$ cat config.mk
export PLATFORM = sky130hd
export DESIGN_NAME = spi_transfer_format_engine
export DESIGN_NICKNAME = d
export VERILOG_FILES = /design/src/logic/spi_fmt_pkg.sv /design/src/logic/spi_rate_divider.sv /design/src/logic/spi_byte_shifter.sv /design/src/logic/spi_transfer_format_engine.sv
export SDC_FILE = /design/constraint.sdc
export NUM_CORES = 1
export LEC_CHECK = 0
export BUFFER_PORTS_ARGS = -buffer_cell sky130_fd_sc_hd__buf_2
export CAP_MARGIN = 20
export CORE_UTILIZATION = 27
export DETAILED_ROUTE_END_ITERATION = 8
export PLACE_DENSITY = 0.56
export SETUP_SLACK_MARGIN = 0.02
export SKIP_CTS_REPAIR_TIMING = 1
export SKIP_LAST_GASP = 1
export SLEW_MARGIN = 20
export SYNTH_ARGS = -nofsm -noshare
export SYNTH_HDL_FRONTEND = slang
export SYNTH_HIERARCHICAL = 1
export SYNTH_SLANG_ARGS = --single-unit
export TNS_END_PERCENT = 50
$ cat constraint.sdc
create_clock -name clock_i -period 2.8 [get_ports clock_i]
set_input_delay 0 -clock clock_i [delete_from_list [all_inputs] [get_ports clock_i]]
set_output_delay 0 -clock clock_i [all_outputs]
set_load 0.005 [all_outputs]
$ cat src/logic/spi_fmt_pkg.sv
package spi_fmt_pkg;

    ////////////////////////////////////////////////////////////////////////////
    // Frame geometry
    localparam int unsigned BYTE_BITS = 8;
    localparam int unsigned CNT_W     = 7;
    localparam int unsigned BITCNT_W  = 4;
    localparam logic [3:0]  LAST_BIT  = 4'h7;
    localparam logic [3:0]  FULL_BYTE = 4'h8;

    ////////////////////////////////////////////////////////////////////////////
    // Clock rate field encoding and divide ratios in bus cycles per bit
    localparam logic [1:0] RATE_DIV_2   = 2'h0;
    localparam logic [1:0] RATE_DIV_8   = 2'h1;
    localparam logic [1:0] RATE_DIV_32  = 2'h2;
    localparam logic [1:0] RATE_DIV_128 = 2'h3;
    localparam logic [7:0] DIV_2        = 8'h02;
    localparam logic [7:0] DIV_8        = 8'h08;
    localparam logic [7:0] DIV_32       = 8'h20;
    localparam logic [7:0] DIV_128      = 8'h80;

    ////////////////////////////////////////////////////////////////////////////
    // Reset values
    localparam logic [7:0] TX_RESET  = 8'h00;
    localparam logic [7:0] RX_RESET  = 8'h00;
    localparam logic       SSN_RESET = 1'h1;

    ////////////////////////////////////////////////////////////////////////////
    // Control bits of the port, held by software outside this block
    typedef struct packed {
        logic       port_enable_bit;
        logic       master_select_bit;
        logic       clock_polarity_bit;
        logic       clock_phase_bit;
        logic [1:0] clock_rate_field;
        logic       fault_detect_enable;
    } cfg_t;

    // Transfer engine states
    typedef enum logic {
        ST_IDLE,
        ST_SHIFT
    } state_t;

endpackage

$ cat src/logic/spi_rate_divider.sv
module spi_rate_divider #(
    parameter int unsigned CNT_W = spi_fmt_pkg::CNT_W
) (
    // Clock and reset
    input  wire logic       clock_i,
    input  wire logic       rstn_i,
    // Control
    input  wire logic       run_en_i,
    input  wire logic [1:0] rate_i,
    // Ticks
    output logic            half_tick_o,
    output logic            bit_tick_o
);

    logic [CNT_W-1:0] cnt_q;
    logic [CNT_W-1:0] cnt_d;
    logic [7:0]       div_w;
    logic [CNT_W-1:0] last_w;
    logic [CNT_W-1:0] mid_w;

    // Divide ratio and the two tick points inside one bit time
    assign div_w  = (rate_i == spi_fmt_pkg::RATE_DIV_2)  ? spi_fmt_pkg::DIV_2  :
                    (rate_i == spi_fmt_pkg::RATE_DIV_8)  ? spi_fmt_pkg::DIV_8  :
                    (rate_i == spi_fmt_pkg::RATE_DIV_32) ? spi_fmt_pkg::DIV_32 :
                                                           spi_fmt_pkg::DIV_128;
    assign last_w = CNT_W'(div_w - 8'h01);
    assign mid_w  = CNT_W'((div_w >> 1) - 8'h01);

    // Wrap on >= so a rate change mid-count cannot run the counter away
    assign bit_tick_o  = run_en_i & (cnt_q >= last_w);
    assign half_tick_o = bit_tick_o | (run_en_i & (cnt_q == mid_w));
    assign cnt_d       = (!run_en_i || bit_tick_o) ? '0 : cnt_q + 1'b1;

    // Free-running count, held at zero while gated off to save power
    always_ff @(posedge clock_i or negedge rstn_i) begin
        if (!rstn_i) begin
            cnt_q <= '0;
        end else begin
            cnt_q <= cnt_d;
        end
    end

endmodule

$ cat src/logic/spi_byte_shifter.sv
module spi_byte_shifter #(
    parameter int unsigned W = spi_fmt_pkg::BYTE_BITS
) (
    // Clock and reset
    input  wire logic         clock_i,
    input  wire logic         rstn_i,
    // Shift controls
    input  wire logic         load_i,
    input  wire logic [W-1:0] load_data_i,
    input  wire logic         launch_i,
    input  wire logic         capture_i,
    input  wire logic         in_bit_i,
    // Data out
    output logic              tx_msb_o,
    output logic [W-1:0]      rx_word_o,
    output logic [W-1:0]      capture_word_o
);

    logic [W-1:0] tx_q;
    logic [W-1:0] rx_q;

    // Outgoing bit is always the top of the transmit half
    assign tx_msb_o       = tx_q[W-1];
    assign rx_word_o      = rx_q;
    assign capture_word_o = {rx_q[W-2:0], in_bit_i};

    // Transmit half: load wins, otherwise shift left on a launch edge
    always_ff @(posedge clock_i or negedge rstn_i) begin
        if (!rstn_i) begin
            tx_q <= spi_fmt_pkg::TX_RESET;
        end else if (load_i) begin
            tx_q <= load_data_i;
        end else if (launch_i) begin
            tx_q <= {tx_q[W-2:0], 1'b0};
        end
    end

    // Receive half: the sampled bit enters at the bottom
    always_ff @(posedge clock_i or negedge rstn_i) begin
        if (!rstn_i) begin
            rx_q <= spi_fmt_pkg::RX_RESET;
        end else if (capture_i) begin
            rx_q <= capture_word_o;
        end
    end

endmodule

$ cat src/logic/spi_transfer_format_engine.sv
module spi_transfer_format_engine #(
    parameter int unsigned W = spi_fmt_pkg::BYTE_BITS
) (
    // Clock and reset
    input  wire logic              clock_i,
    input  wire logic              rstn_i,
    // Configuration
    input  wire spi_fmt_pkg::cfg_t cfg_i,
    input  wire logic              fault_clear_i,
    // Data strobes
    input  wire logic              wr_i,
    input  wire logic [W-1:0]      wr_data_i,
    output logic                   tx_empty_o,
    output logic                   rx_valid_o,
    output logic [W-1:0]           rx_data_o,
    output logic                   busy_o,
    output logic                   select_fault_flag_o,
    // Serial clock pin
    input  wire logic              serial_clock_pin_i,
    output logic                   serial_clock_pin_o,
    output logic                   serial_clock_pin_oe_o,
    // Master out, slave in pin
    input  wire logic              mosi_i,
    output logic                   mosi_o,
    output logic                   mosi_oe_o,
    // Master in, slave out pin
    input  wire logic              miso_i,
    output logic                   miso_o,
    output logic                   miso_oe_o,
    // Slave select input
    input  wire logic              slave_select_n_i
);

    ////////////////////////////////////////////////////////////////////////////
    // Declarations

    spi_fmt_pkg::state_t               state_q;
    spi_fmt_pkg::state_t               state_d;
    logic [spi_fmt_pkg::BITCNT_W-1:0]  bit_cnt_q;
    logic [spi_fmt_pkg::BITCNT_W-1:0]  bit_cnt_d;
    logic [W-1:0]                      tx_hold_q;
    logic                              tx_full_q;
    logic                              tx_full_d;
    logic                              sck_q;
    logic                              sck_d;
    logic                              sck_prev_q;
    logic                              ssn_prev_q;
    logic                              fault_q;

    logic master_w;
    logic idle_lvl_w;
    logic clock_phase_bit_w;
    logic en_w;
    logic mst_en_w;
    logic slv_en_w;
    logic sel_w;
    logic run_w;
    logic half_tick_w;
    logic bit_tick_w;
    logic s_edge_w;
    logic s_lead_w;
    logic s_trail_w;
    logic ss_fall_w;
    logic m_lead_w;
    logic m_trail_w;
    logic lead_w;
    logic trail_w;
    logic m_start_w;
    logic s_start_w;
    logic start_w;
    logic launch_w;
    logic capture_w;
    logic end_w;
    logic abort_w;
    logic load_w;
    logic fault_set_w;
    logic in_bit_w;
    logic tx_msb_w;
    logic [W-1:0] rx_word_w;
    logic [W-1:0] cap_word_w;

    ////////////////////////////////////////////////////////////////////////////
    // Mode decode

    // Both roles share phase and polarity
    assign master_w   = cfg_i.master_select_bit;
    assign idle_lvl_w = cfg_i.clock_polarity_bit;
    assign clock_phase_bit_w     = cfg_i.clock_phase_bit;
    // A master mode fault drops the port until the flag is cleared
    assign en_w       = cfg_i.port_enable_bit & ~(fault_q & master_w);
    assign mst_en_w   = en_w & master_w;
    assign slv_en_w   = en_w & ~master_w;
    assign sel_w      = slv_en_w & ~slave_select_n_i;
    assign run_w      = (state_q == spi_fmt_pkg::ST_SHIFT);
    assign in_bit_w   = master_w ? miso_i : mosi_i;

    ////////////////////////////////////////////////////////////////////////////
    // Rate divider, clocked only while enabled as master

    spi_rate_divider #(
        .CNT_W       (spi_fmt_pkg::CNT_W)
    ) u_rate (
        .clock_i     (clock_i),
        .rstn_i      (rstn_i),
        .run_en_i    (mst_en_w),
        .rate_i      (cfg_i.clock_rate_field),
        .half_tick_o (half_tick_w),
        .bit_tick_o  (bit_tick_w)
    );

    ////////////////////////////////////////////////////////////////////////////
    // Clock edge classification

    // Slave edges: clocks are ignored while select is high
    assign s_edge_w  = sel_w & (serial_clock_pin_i != sck_prev_q);
    assign s_lead_w  = s_edge_w & (serial_clock_pin_i != idle_lvl_w);
    assign s_trail_w = s_edge_w & (serial_clock_pin_i == idle_lvl_w);
    assign ss_fall_w = slv_en_w & ssn_prev_q & ~slave_select_n_i;

    // Master edges: each half tick toggles the generated clock
    assign m_lead_w  = run_w & half_tick_w & (sck_q == idle_lvl_w);
    assign m_trail_w = run_w & half_tick_w & (sck_q != idle_lvl_w);

    assign lead_w    = master_w ? m_lead_w  : (run_w & s_lead_w);
    assign trail_w   = master_w ? m_trail_w : (run_w & s_trail_w);

    ////////////////////////////////////////////////////////////////////////////
    // Start, shift and end events

    // Master waits for the next bit boundary, whatever the phase
    assign m_start_w = mst_en_w & ~run_w & tx_full_q & bit_tick_w;
    // Phase 1 starts on the first edge, phase 0 on the select fall
    assign s_start_w = ~run_w & (clock_phase_bit_w ? s_lead_w : ss_fall_w);
    assign start_w   = master_w ? m_start_w : s_start_w;

    // Phase 0 captures on leading edges, phase 1 on trailing edges
    assign capture_w = clock_phase_bit_w ? trail_w : lead_w;
    assign launch_w  = clock_phase_bit_w ? (lead_w & (bit_cnt_q != '0))
                              : (trail_w & (bit_cnt_q != spi_fmt_pkg::FULL_BYTE));
    assign end_w     = clock_phase_bit_w ? (trail_w & (bit_cnt_q == spi_fmt_pkg::LAST_BIT))
                              : (trail_w & (bit_cnt_q == spi_fmt_pkg::FULL_BYTE));

    // A slave losing select, or any disable, drops the byte at once
    assign abort_w   = run_w & (master_w ? ~mst_en_w : ~sel_w);

    // Shift register takes new data only while no transfer runs
    assign load_w    = ~run_w & tx_full_q & (master_w ? m_start_w : 1'b1);

    ////////////////////////////////////////////////////////////////////////////
    // Select fault: master select driven low, or slave deselected mid-byte

    assign fault_set_w = cfg_i.fault_detect_enable & cfg_i.port_enable_bit &
                         (master_w ? ~slave_select_n_i
                                   : (run_w & slave_select_n_i));

    ////////////////////////////////////////////////////////////////////////////
    // Byte shifter

    spi_byte_shifter #(
        .W              (W)
    ) u_shift (
        .clock_i        (clock_i),
        .rstn_i         (rstn_i),
        .load_i         (load_w),
        .load_data_i    (tx_hold_q),
        .launch_i       (launch_w & ~abort_w),
        .capture_i      (capture_w & ~abort_w),
        .in_bit_i       (in_bit_w),
        .tx_msb_o       (tx_msb_w),
        .rx_word_o      (rx_word_w),
        .capture_word_o (cap_word_w)
    );

    ////////////////////////////////////////////////////////////////////////////
    // Next state and bit count

    always_comb begin
        state_d   = state_q;
        bit_cnt_d = bit_cnt_q;
        if (abort_w) begin
            state_d   = spi_fmt_pkg::ST_IDLE;
            bit_cnt_d = '0;
        end else if (start_w) begin
            state_d   = spi_fmt_pkg::ST_SHIFT;
            bit_cnt_d = '0;
        end else if (end_w) begin
            state_d   = spi_fmt_pkg::ST_IDLE;
            bit_cnt_d = '0;
        end else if (capture_w) begin
            bit_cnt_d = bit_cnt_q + 1'b1;
        end
    end

    // Master clock: phase 1 opens with an active edge, phase 0 idles first
    always_comb begin
        sck_d = idle_lvl_w;
        if (m_start_w && clock_phase_bit_w) begin
            sck_d = ~idle_lvl_w;
        end else if (run_w && master_w && !abort_w && !end_w) begin
            sck_d = half_tick_w ? ~sck_q : sck_q;
        end
    end

    // A write in the load cycle refills the holding register
    assign tx_full_d = wr_i | (tx_full_q & ~load_w);

    ////////////////////////////////////////////////////////////////////////////
    // Engine registers

    always_ff @(posedge clock_i or negedge rstn_i) begin
        if (!rstn_i) begin
            state_q   <= spi_fmt_pkg::ST_IDLE;
            bit_cnt_q <= '0;
            sck_q     <= 1'b0;
        end else begin
            state_q   <= state_d;
            bit_cnt_q <= bit_cnt_d;
            sck_q     <= sck_d;
        end
    end

    // Input history for slave edge and select detection
    always_ff @(posedge clock_i or negedge rstn_i) begin
        if (!rstn_i) begin
            sck_prev_q <= 1'b0;
            ssn_prev_q <= spi_fmt_pkg::SSN_RESET;
        end else begin
            sck_prev_q <= serial_clock_pin_i;
            ssn_prev_q <= slave_select_n_i;
        end
    end

    // Transmit holding register
    always_ff @(posedge clock_i or negedge rstn_i) begin
        if (!rstn_i) begin
            tx_hold_q <= spi_fmt_pkg::TX_RESET;
            tx_full_q <= 1'b0;
        end else begin
            if (wr_i) begin
                tx_hold_q <= wr_data_i;
            end
            tx_full_q <= tx_full_d;
        end
    end

    // Fault flag: a new fault in the clear cycle keeps the flag set
    always_ff @(posedge clock_i or negedge rstn_i) begin
        if (!rstn_i) begin
            fault_q <= 1'b0;
        end else begin
            fault_q <= fault_set_w | (fault_q & ~fault_clear_i);
        end
    end

    ////////////////////////////////////////////////////////////////////////////
    // Status outputs

    always_ff @(posedge clock_i or negedge rstn_i) begin
        if (!rstn_i) begin
            rx_valid_o          <= 1'b0;
            rx_data_o           <= spi_fmt_pkg::RX_RESET;
            busy_o              <= 1'b0;
            tx_empty_o          <= 1'b1;
            select_fault_flag_o <= 1'b0;
        end else begin
            rx_valid_o          <= end_w & ~abort_w;
            if (end_w && !abort_w) begin
                rx_data_o <= clock_phase_bit_w ? cap_word_w : rx_word_w;
            end
            busy_o              <= (state_d == spi_fmt_pkg::ST_SHIFT);
            tx_empty_o          <= ~tx_full_d;
            select_fault_flag_o <= fault_set_w | (fault_q & ~fault_clear_i);
        end
    end

    ////////////////////////////////////////////////////////////////////////////
    // Pin drivers: clock pin in step with sck_q, data pins one register behind the shifter

    // Clock and data out are driven only as an enabled master
    always_ff @(posedge clock_i or negedge rstn_i) begin
        if (!rstn_i) begin
            serial_clock_pin_o    <= 1'b0;
            serial_clock_pin_oe_o <= 1'b0;
            mosi_o                <= 1'b0;
            mosi_oe_o             <= 1'b0;
        end else begin
            serial_clock_pin_o    <= sck_d;
            serial_clock_pin_oe_o <= mst_en_w;
            mosi_o                <= tx_msb_w;
            mosi_oe_o             <= mst_en_w;
        end
    end

    // Slave output only while selected; top bit is ready before any edge
    always_ff @(posedge clock_i or negedge rstn_i) begin
        if (!rstn_i) begin
            miso_o    <= 1'b0;
            miso_oe_o <= 1'b0;
        end else begin
            miso_o    <= tx_msb_w;
            miso_oe_o <= sel_w;
        end
    end

endmodule

======== After elaboration in Yosys (flattened, before gate mapping) ========
Cells that the tools add are included.
cells by class
  add/sub/neg operators ................... 4
  magnitude comparators ................... 1
  equality and inequality tests ........... 12
  muxes and demuxes ....................... 28
  bitwise gates (word level) .............. 51
  reduce and logical (&&, ||, !) cells .... 14
operators with widths
  cell                                              number
  two-way mux 8 bit                                 6
  bitwise AND 1 bit                                 36
  two-way mux 1 bit                                 17
  two-way mux 4 bit                                 4
  subtractor 7 x 1 -> 7 bit, second input constant  2
  NOT 1 bit                                         12
  nonzero test 4 bit                                2
  adder 7 x 1 -> 7 bit, second input constant       1
  == test 7 bit                                     1
  >= comparator 7 bit                               1
  two-way mux 7 bit                                 1
  logical AND 1 bit                                 5
  adder 4 x 1 -> 4 bit, second input constant       1
  == test 4 x 3 -> 1 bit, second input constant     1
  == test 4 bit, second input constant              1
  != test 4 bit, second input constant              1
  logical NOT 1 bit                                 3
  != test 1 bit                                     3
  != test 3 bit, second input constant              1
  OR 1 bit                                          3
  nonzero test 3 bit                                1
  == test 1 bit                                     2
  == test 2 x 1 -> 1 bit, second input constant     1
  == test 2 bit, second input constant              1
  other kinds (3)                                   3
storage, ports and cells
  register bits ........................... 54
  output and inout port bits .............. 18
  logic and storage cells ................. 127

======== Logic depth before layout (Yosys ltp) ========
Gate-level depths: netlist of the first run.
  word-level depth ........................ 17
  gate-level depth with buffers ........... 14
  gate-level depth less buffers ........... 12

======== By module ========
Netlist of the first run, hierarchy kept.
modules (own cells, without submodules)
  module                      times used  cells each  area an instance (sq um)
  spi_transfer_format_engine  1           153         1,654.1
  spi_byte_shifter            1           59          760.7
  spi_rate_divider            1           58          525.5

======== Worst setup path before layout of the first run ========
Ideal clock, no wire load.
  path kind ............................... reg2reg
  from .................................... register u_rate.cnt_q[4]
  to ...................................... register u_shift.rx_q[0] (netlist: u_shift/rx_word_o[0])
  library setup time ...................... 0.125 ns
  arrival ................................. 2.453 ns
  required time ........................... 2.675 ns
  slack ................................... 0.222 ns
  cell stages (with the launch flop) ...... 12
  cells stage by stage .................... dfrtp_1 > ha_1 > a211oi_1 > nor2_1 > o31a_1 > a41o_1 > nand3_1 > nor2_1 > nor3_2 > nor2_1 > buf_6 > mux2_4
on the way
  longest elaborated chain between the ends .. 8
  elaborated cells on any way between the ends .. 12
  classes of those cells .................. 1 x order compare; 1 x eq/ne; 3 x mux; 7 x bitwise
RTL lines
  item                                         RTL line                                                              RTL
  start: declaration                           spi_rate_divider.sv:15                                                logic [CNT_W-1:0] cnt_q;
  start signal: assignment                     spi_rate_divider.sv:39                                                cnt_q <= cnt_d;
  >= comparator 7 bit *                        spi_rate_divider.sv:30                                                assign bit_tick_o = run_en_i & (cnt_q >= last_w);
  bitwise AND 1 bit *                          spi_rate_divider.sv:30
  via bit_tick_w                               spi_transfer_format_engine.sv:59                                      logic bit_tick_w;
  OR 1 bit *                                   spi_rate_divider.sv:31                                                assign half_tick_o = bit_tick_o | (run_en_i & (cnt_q == mid_w));
  via half_tick_w                              spi_transfer_format_engine.sv:58                                      logic half_tick_w;
  bitwise AND 1 bit *                          spi_transfer_format_engine.sv:121, spi_transfer_format_engine.sv:122
  bitwise AND 1 bit, on equally long branches  spi_transfer_format_engine.sv:121, spi_transfer_format_engine.sv:122
  two-way mux 1 bit, on equally long branches  spi_transfer_format_engine.sv:124, spi_transfer_format_engine.sv:125
  two-way mux 1 bit *                          spi_transfer_format_engine.sv:137                                     assign capture_w = clock_phase_bit_w ? trail_w : lead_w;
  bitwise AND 1 bit *                          spi_transfer_format_engine.sv:167                                     .capture_i (capture_w & ~abort_w),
  end signal: assignment                       spi_byte_shifter.sv:41                                                rx_q <= spi_fmt_pkg::RX_RESET;
  end signal: assignment                       spi_byte_shifter.sv:43                                                rx_q <= capture_word_o;
  end: declaration                             spi_byte_shifter.sv:20                                                logic [W-1:0] rx_q;
The timed path passes the listed nets; every way through them passes the cells marked *.
A chain may end at the register's enable or synchronous reset.

======== Worst setup path after layout of the first run ========
  from .................................... register u_rate.cnt_q[4]
  to ...................................... register u_shift.tx_q[1]
on the way
  longest elaborated chain between the ends .. 10
  elaborated cells on any way between the ends .. 19
  classes of those cells .................. 1 x order compare; 1 x eq/ne; 5 x mux; 11 x bitwise; 1 x reduce/logical
RTL lines
  item                                         RTL line                                                              RTL
  >= comparator 7 bit *                        spi_rate_divider.sv:30
  bitwise AND 1 bit *                          spi_rate_divider.sv:30
  via bit_tick_w                               spi_transfer_format_engine.sv:59
  OR 1 bit *                                   spi_rate_divider.sv:31
  via half_tick_w                              spi_transfer_format_engine.sv:58
  bitwise AND 1 bit *                          spi_transfer_format_engine.sv:121, spi_transfer_format_engine.sv:122
  bitwise AND 1 bit, on equally long branches  spi_transfer_format_engine.sv:122, spi_transfer_format_engine.sv:121
  two-way mux 1 bit, on equally long branches  spi_transfer_format_engine.sv:125, spi_transfer_format_engine.sv:124
  bitwise AND 1 bit, on equally long branches  spi_transfer_format_engine.sv:139, spi_transfer_format_engine.sv:138
  two-way mux 1 bit *                          spi_transfer_format_engine.sv:138                                     assign launch_w = clock_phase_bit_w ? (lead_w & (bit_cnt_q != '0))
  bitwise AND 1 bit *                          spi_transfer_format_engine.sv:166                                     .launch_i (launch_w & ~abort_w),
  nonzero test 2 bit (no source line) *        n/a
  end signal: assignment                       spi_byte_shifter.sv:30                                                tx_q <= spi_fmt_pkg::TX_RESET;
  end signal: assignment                       spi_byte_shifter.sv:32                                                tx_q <= load_data_i;
  end signal: assignment                       spi_byte_shifter.sv:34                                                tx_q <= {tx_q[W-2:0], 1'b0};
  end: declaration                             spi_byte_shifter.sv:19                                                logic [W-1:0] tx_q;
Marks and branches as above.

==> results of run 1 <==
kinds of logic (layout without fill, tap and decap cells):
family | after synthesis | count (layout) | share of synthesized area
adders and majority gates | 7 | 7 | 0.0298
and+or+nand+nor | 82 | 82 | 0.147
DFF | 54 | 54 | 0.460
muxes | 36 | 36 | 0.141
AOI/OAI and AO/OA | 42 | 42 | 0.102
buffers and inverters | 36 | 91 | 0.0766
xor gates and xnor gates | 13 | 13 | 0.0438
synth_stat cells, drive strengths merged (2+ instances only):
library cell  number
clkbuf             2
o211ai             2
inv               14
xor2               5
nor2              19
nand3b             2
nand2b             3
or4b               2
nand2             28
dfrtp             52
o21ai             22
a21oi              3
buf               20
dfstp              2
ha                 7
xnor2              7
mux2              19
nor4               2
or2                3
nor3               3
o21a               2
nand3             10
nand4              3
a211oi             2
mux2i             17
flip-flops by register name (all words and copies together), names as in the netlist, 4 cells and up:
register           flops
bit_cnt_q              4
rx_data_o              8
u_shift/rx_word_o      8
u_rate/cnt_q           7
u_shift/tx_q           8
tx_hold_q              8
layout by cell type (no fill, tap or decap), types with 3 or more instances in the layout:
| cell | netlist | routed |
|---|---|---|
| dlygate4sd3_1 | 0 | 13 |
| nand4_1 | 3 | 3 |
| nor2_4 | 1 | 3 |
| inv_1 | 14 | 14 |
| o21ai_0 | 7 | 6 |
| clkbuf_8 | 0 | 5 |
| mux2_2 | 11 | 11 |
| nand3_1 | 10 | 10 |
| nand2b_1 | 3 | 3 |
| mux2_4 | 8 | 8 |
| buf_4 | 11 | 16 |
| o21ai_1 | 14 | 15 |
| buf_2 | 3 | 40 |
| ha_1 | 7 | 7 |
| dfrtp_1 | 52 | 52 |
| nand2_1 | 28 | 28 |
| mux2i_1 | 17 | 17 |
| xor2_1 | 5 | 5 |
| a21oi_1 | 3 | 3 |
| nor2_1 | 13 | 11 |
| nor2_2 | 5 | 5 |
| xnor2_1 | 7 | 7 |
layout make-up:
type	instances	area (sq um)
fill	1103	6940
multi-input combinational	180	1390
sequential	54	1350
timing repair buffer	69	450
tap	136	170
clock buffer	7	76.3
inverter	14	52.6
clock inverter	1	30.0
where the power goes:
part	internal (mW)	leakage, nW	switching [mW]
sequential	0.883	0.702	0.0608
combinational	0.182	0.871	0.207
clock	0.268	0.0524	0.253
per-stage QoR:
stage / TNS [ns] / utilization / setup WS (ns)
3_3_place_gp: -0.884 / 0.311 / -0.111
6_report: 0 / 0.336 / 0.203
5_1_grt: -0.00762 / 0.336 / -0.00284
4_1_cts: -1.54 / 0.321 / -0.196
2_1_floorplan: 0 / - / 0.222
3_5_place_dp: -1.24 / 0.311 / -0.161
routing by layer:
layer,GRT usage,vias to the layer above,wire length [microns]
li1,-,1033,-
met1,0.142,1012,2760
met2,0.194,33,2970
met3,0.0221,8,188
met4,0.0417,0,85
met5,0,-,0
final timing paths:
path                            startpoint                 end  slack, ns  depth (start not counted)
max                        u_rate/cnt_q[4]     u_shift/tx_q[1]       0.20                         13
min                               cfg_i[4]  serial_clock_pin_o     -0.003                          2
max reg2reg                u_rate/cnt_q[4]     u_shift/tx_q[1]       0.20                         13
min reg2reg                u_shift/tx_q[7]              miso_o       0.40                          0
max in group asynchronous           rstn_i        bit_cnt_q[0]       1.73                          3
min in group asynchronous           rstn_i     u_rate/cnt_q[4]       0.26                          2
==> results.py, run 1 <==
metrics = {
    "setup_path": {
        "cp-start-kind": "flip-flop",
        "max_stage_delay_ns": 0.40,
        "worstSetupPathType": "reg -> reg",
        "slowest_stage": "dfrtp_1",
        "critPathArrivalTime_ns": 2.77,
        "cp_top_family": "compound AO/OA/AOI/OAI gates",
        "crit_path_max_fanout": 8,
        "cp.required_ns": 2.98,
        "critPathBufInv": 2,
        "worstPathCellList": "ha_1, a211oi_2, nor2_1, o31a_1, a41o_1, nand3_1, buf_4, nor2_4, o21ai_1, a21oi_1, buf_4, mux2i_1, o21ai_1",
        "cp-end-kind": "flip-flop",
    },
    "synthesis": {
        "yosys_warnings": 6,
        "async_flop_share": 1.00,
        "syn_avg_cell_area_sq_um": 10.9,
        "yosysTopAreaCellShare": 0.443,
        "synthDistinctLibCells": 54,
        "yosys_register_bits": 54,
        "synth_area_leaders": "dfrtp_1 44%, mux2i_1 5.8%, mux2_2 4.2%",
        "ys_seq_area_frac": 0.460,
        "synth_area_leader_cell": "dfrtp_1",
        "synth_edf_count": 0,
        "synth_nets": 300,
        "syn_area_sq_um": 2940,
        "synth_ff_type": "dfrtp_1",
        "synth_cells": 270,
    },
    "global_route": {
        "grt_first_pass_wirelength_microns": 10200,
        "grt-ovfl-total": 0,
        "antenna_found_initial": 0,
        "grt_util_all_layers": 0.114,
        "grt_start_max_net_pins": 31,
        "first_global_vias": 2130,
    },
    "timing": {
        "final.period_utilization": 0.927,
        "worstMarginPinSlew_ns": 0.689,
        "finalCriticalPeriod_ns": 2.60,
        "fin_skew_ns": 0.00884,
        "finalSetupViolCount": 0,
        "finalMaxSlewViolations": 0,
        "rsz0062_at_grt": "true",
        "max_freq_ghz": 0.385,
        "relSlewSlack": 0.541,
        "whs_ns": -0.00285,
        "finalHoldViolations": 1,
    },
    "pwr": {
        "total_power_mw": 1.85,
        "leakagePower_nw": 1.63,
        "powerDensity_nw_per_um2": 527,
        "vdd_drop_max_uv": 237,
    },
    "floorplanning": {
        "rows": 37,
        "die_w_microns": 106,
        "initial_core_util": 0.281,
        "die-height_microns": 106,
        "io_pins": 41,
        "design.core.area_sq_um": 10500,
        "die_area_sq_um": 11300,
    },
    "placement": {
        "port_buffers": 40,
        "dp.cells": 439,
        "gp_routability_congestion": 0.799,
        "hpwlAfterDp_microns": 4390,
        "place_area_sq_um": 3250,
    },
    "routing": {
        "viasPerCell": 4.52,
        "vias": 2086,
        "ant_nets": 0,
        "route.detailed.drc": 0,
        "dr.pass1.iters": 4,
        "routedWlPerCell_microns": 13.0,
        "drt-total-wl_microns": 6010,
        "drt_iter0_drc": 77,
    },
    "final_layout": {
        "nNetsFinal": 354,
        "antennaDiodeCount": 0,
        "drive_gt1_frac": 0.317,
        "final_area_sq_um": 3520,
        "stdcell_count": 461,
        "area_delta_synth_final_pct": 19.7,
    },
    "clock_tree": {
        "clockBufferDepth": 2,
        "numCtsBuffers": 5,
        "cts_tree": "yes",
        "clk_pin_slew_worst_paths_ns": 0.10,
        "cts_root_buffer": "clkbuf_8",
        "htreeDepth": 2,
        "cts_sinks": 54,
        "insertion_delay_ns": 0.31,
    },
    "outcome": {
        "status": "finished with violations",
        "violations": "negative hold slack",
    },
    "job": {
        "maxCapViolCount": 0,
    },
    "min_path": {
        "hold_path_class": "in -> reg",
    },
}
Power figures use the tool's default switching activity.
==> inputs of run 2 (changes only) <==
--- a/config.mk
+++ b/config.mk
@@ -10,6 +10,7 @@
 export CORE_UTILIZATION = 27
 export DETAILED_ROUTE_END_ITERATION = 8
 export PLACE_DENSITY = 0.56
+export REMOVE_ABC_BUFFERS = 1
 export SETUP_SLACK_MARGIN = 0.02
 export SKIP_CTS_REPAIR_TIMING = 1
 export SKIP_LAST_GASP = 1
==> constraint.sdc (replaced) <==
create_clock -name clock_i -period 2.6 [get_ports clock_i]
set_input_delay 0 -clock clock_i [delete_from_list [all_inputs] [get_ports clock_i]]
set_output_delay 0 -clock clock_i [all_outputs]
set_load 0.005 [all_outputs]
==> results.py, run 2 (same netlist as run 1, synthesis figures left out) <==
metrics = {
    "outcome": {
        "status": "completed",
    },
    "routing": {
        "dr.pass1.iters": 4,
        "viasPerCell": 4.53,
        "route.detailed.drc": 0,
        "drt_iter0_drc": 107,
        "drt-total-wl_microns": 6060,
        "met3_length_microns": 163,
        "vias": 2082,
        "highest_layer": "met4",
        "dr_wl_met2_microns": 2840,
        "ant_nets": 0,
        "wl_met1_microns": 2930,
        "routedWlPerCell_microns": 13.2,
    },
    "timing": {
        "finalCriticalPeriod_ns": 2.49,
        "rsz0062_at_grt": "true",
        "timing.final.ws_setup_ns": 0.111,
        "finalSetupViolCount": 0,
        "finalHoldViolations": 0,
        "relSlewSlack": 0.491,
        "max_freq_ghz": 0.402,
        "final.period_utilization": 0.957,
        "finalMaxSlewViolations": 0,
        "finalSetupTns_ns": 0,
        "worstMarginPinSlew_ns": 0.756,
        "whs_ns": 0.0596,
        "fin_skew_ns": 0.0129,
    },
    "setup_path": {
        "critPathArrivalTime_ns": 2.69,
        "worstSetupPathType": "reg -> reg",
        "crit_path_max_fanout": 8,
        "cp.required_ns": 2.80,
        "cp-start-kind": "flip-flop",
        "cp-end-kind": "flip-flop",
    },
    "floorplanning": {
        "io_pins": 41,
        "rows": 37,
        "initial_core_util": 0.281,
        "die_area_sq_um": 11300,
        "design.core.area_sq_um": 10500,
        "die-height_microns": 106,
        "die_w_microns": 106,
    },
    "clock_tree": {
        "cts_root_buffer": "clkbuf_8",
        "insertion_delay_ns": 0.31,
        "htreeDepth": 2,
        "cts_tree": "yes",
        "clk_pin_slew_worst_paths_ns": 0.10,
        "clockBufferDepth": 2,
        "cts_sinks": 54,
        "numCtsBuffers": 5,
    },
    "placement": {
        "pre_cts_ws_ns": -0.0211,
        "port_buffers": 40,
        "gp_routability_congestion": 0.832,
        "hpwlAfterDp_microns": 4290,
        "dp.cells": 437,
    },
    "global_route": {
        "grt_util_all_layers": 0.110,
        "grt_first_pass_wirelength_microns": 9940,
        "grt_start_max_net_pins": 55,
        "first_global_vias": 2014,
        "antenna_found_initial": 0,
        "grt-ovfl-total": 0,
    },
    "final_layout": {
        "final_cell_mix": "52 x dfrtp_1, 40 x buf_2, 28 x nand2_1, 17 x mux2i_1, 15 x o21ai_1",
        "layout_commonest_cell": "dfrtp_1",
        "stdcell_count": 460,
        "nNetsFinal": 353,
        "drive_gt1_frac": 0.327,
        "antennaDiodeCount": 0,
        "area_delta_synth_final_pct": 20.5,
    },
    "pwr": {
        "powerDensity_nw_per_um2": 546,
        "total_power_mw": 1.93,
        "leakagePower_nw": 1.62,
        "vdd_drop_max_uv": 253,
    },
    "job": {
        "maxCapViolCount": 0,
    },
    "min_path": {
        "hold_path_class": "in -> reg",
    },
}
==> run 2: cell types whose count changed in the layout (fill, tap and decap cells not counted), moves of 2 or more <==
cell      change
ha_4          +2
clkbuf_1      -2
ha_1          -2
buf_4         -3
==> run 2: path summary, 6_finish.rpt <==
path,start,end,slack [ns],cells after the start
min in group asynchronous,rstn_i,sck_prev_q,0.33,3
max in group asynchronous,rstn_i,u_shift/tx_q[5],1.77,3
max reg2reg,u_rate/cnt_q[3],u_shift/rx_word_o[4],0.11,11
min reg2reg,u_shift/tx_q[7],miso_o,0.40,0
max,u_rate/cnt_q[3],u_shift/rx_word_o[4],0.11,11
min,cfg_i[5],miso_oe_o,0.06,2
==> run 2: critical path, stage by stage, from the launching register on <==
cell	delay (ns)
dfrtp_1	0.41
ha_1	0.22
a211oi_2	0.24
nor2_1	0.09
o31a_1	0.29
a41o_1	0.25
nand3_2	0.10
nor2_1	0.08
nor3_2	0.16
nor2_1	0.06
buf_4	0.18
mux2_4	0.30
==> run 2: report_power, final <==
group          switching (mW)  internal [mW]
logic                   0.221          0.196
registers              0.0684          0.951
clock network           0.282          0.215
total                   0.571           1.36
==> run 2: routing by layer <==
layer,vias to the layer above,global-route usage
li1,1033,-
met1,998,0.149
met2,41,0.175
met3,10,0.0196
met4,0,0.0427
met5,-,0
==> run 2: per-stage QoR <==
stage               cell area [sq um]   util
floorplan                        2770      -
global placement                 3250  0.310
detailed placement               3250  0.310
CTS                              3340  0.320
global route                     3540  0.339
finish                           3540  0.339
==> run 2: final cells by class <==
class / instances / area (sq um)
inverter: 14 / 52.6
clock inverter: 2 / 12.5
sequential: 54 / 1350
tap: 136 / 170
timing repair buffer: 68 / 458
clock buffer: 6 / 82.6
fill: 1095 / 6920
multi-input combinational: 180 / 1410
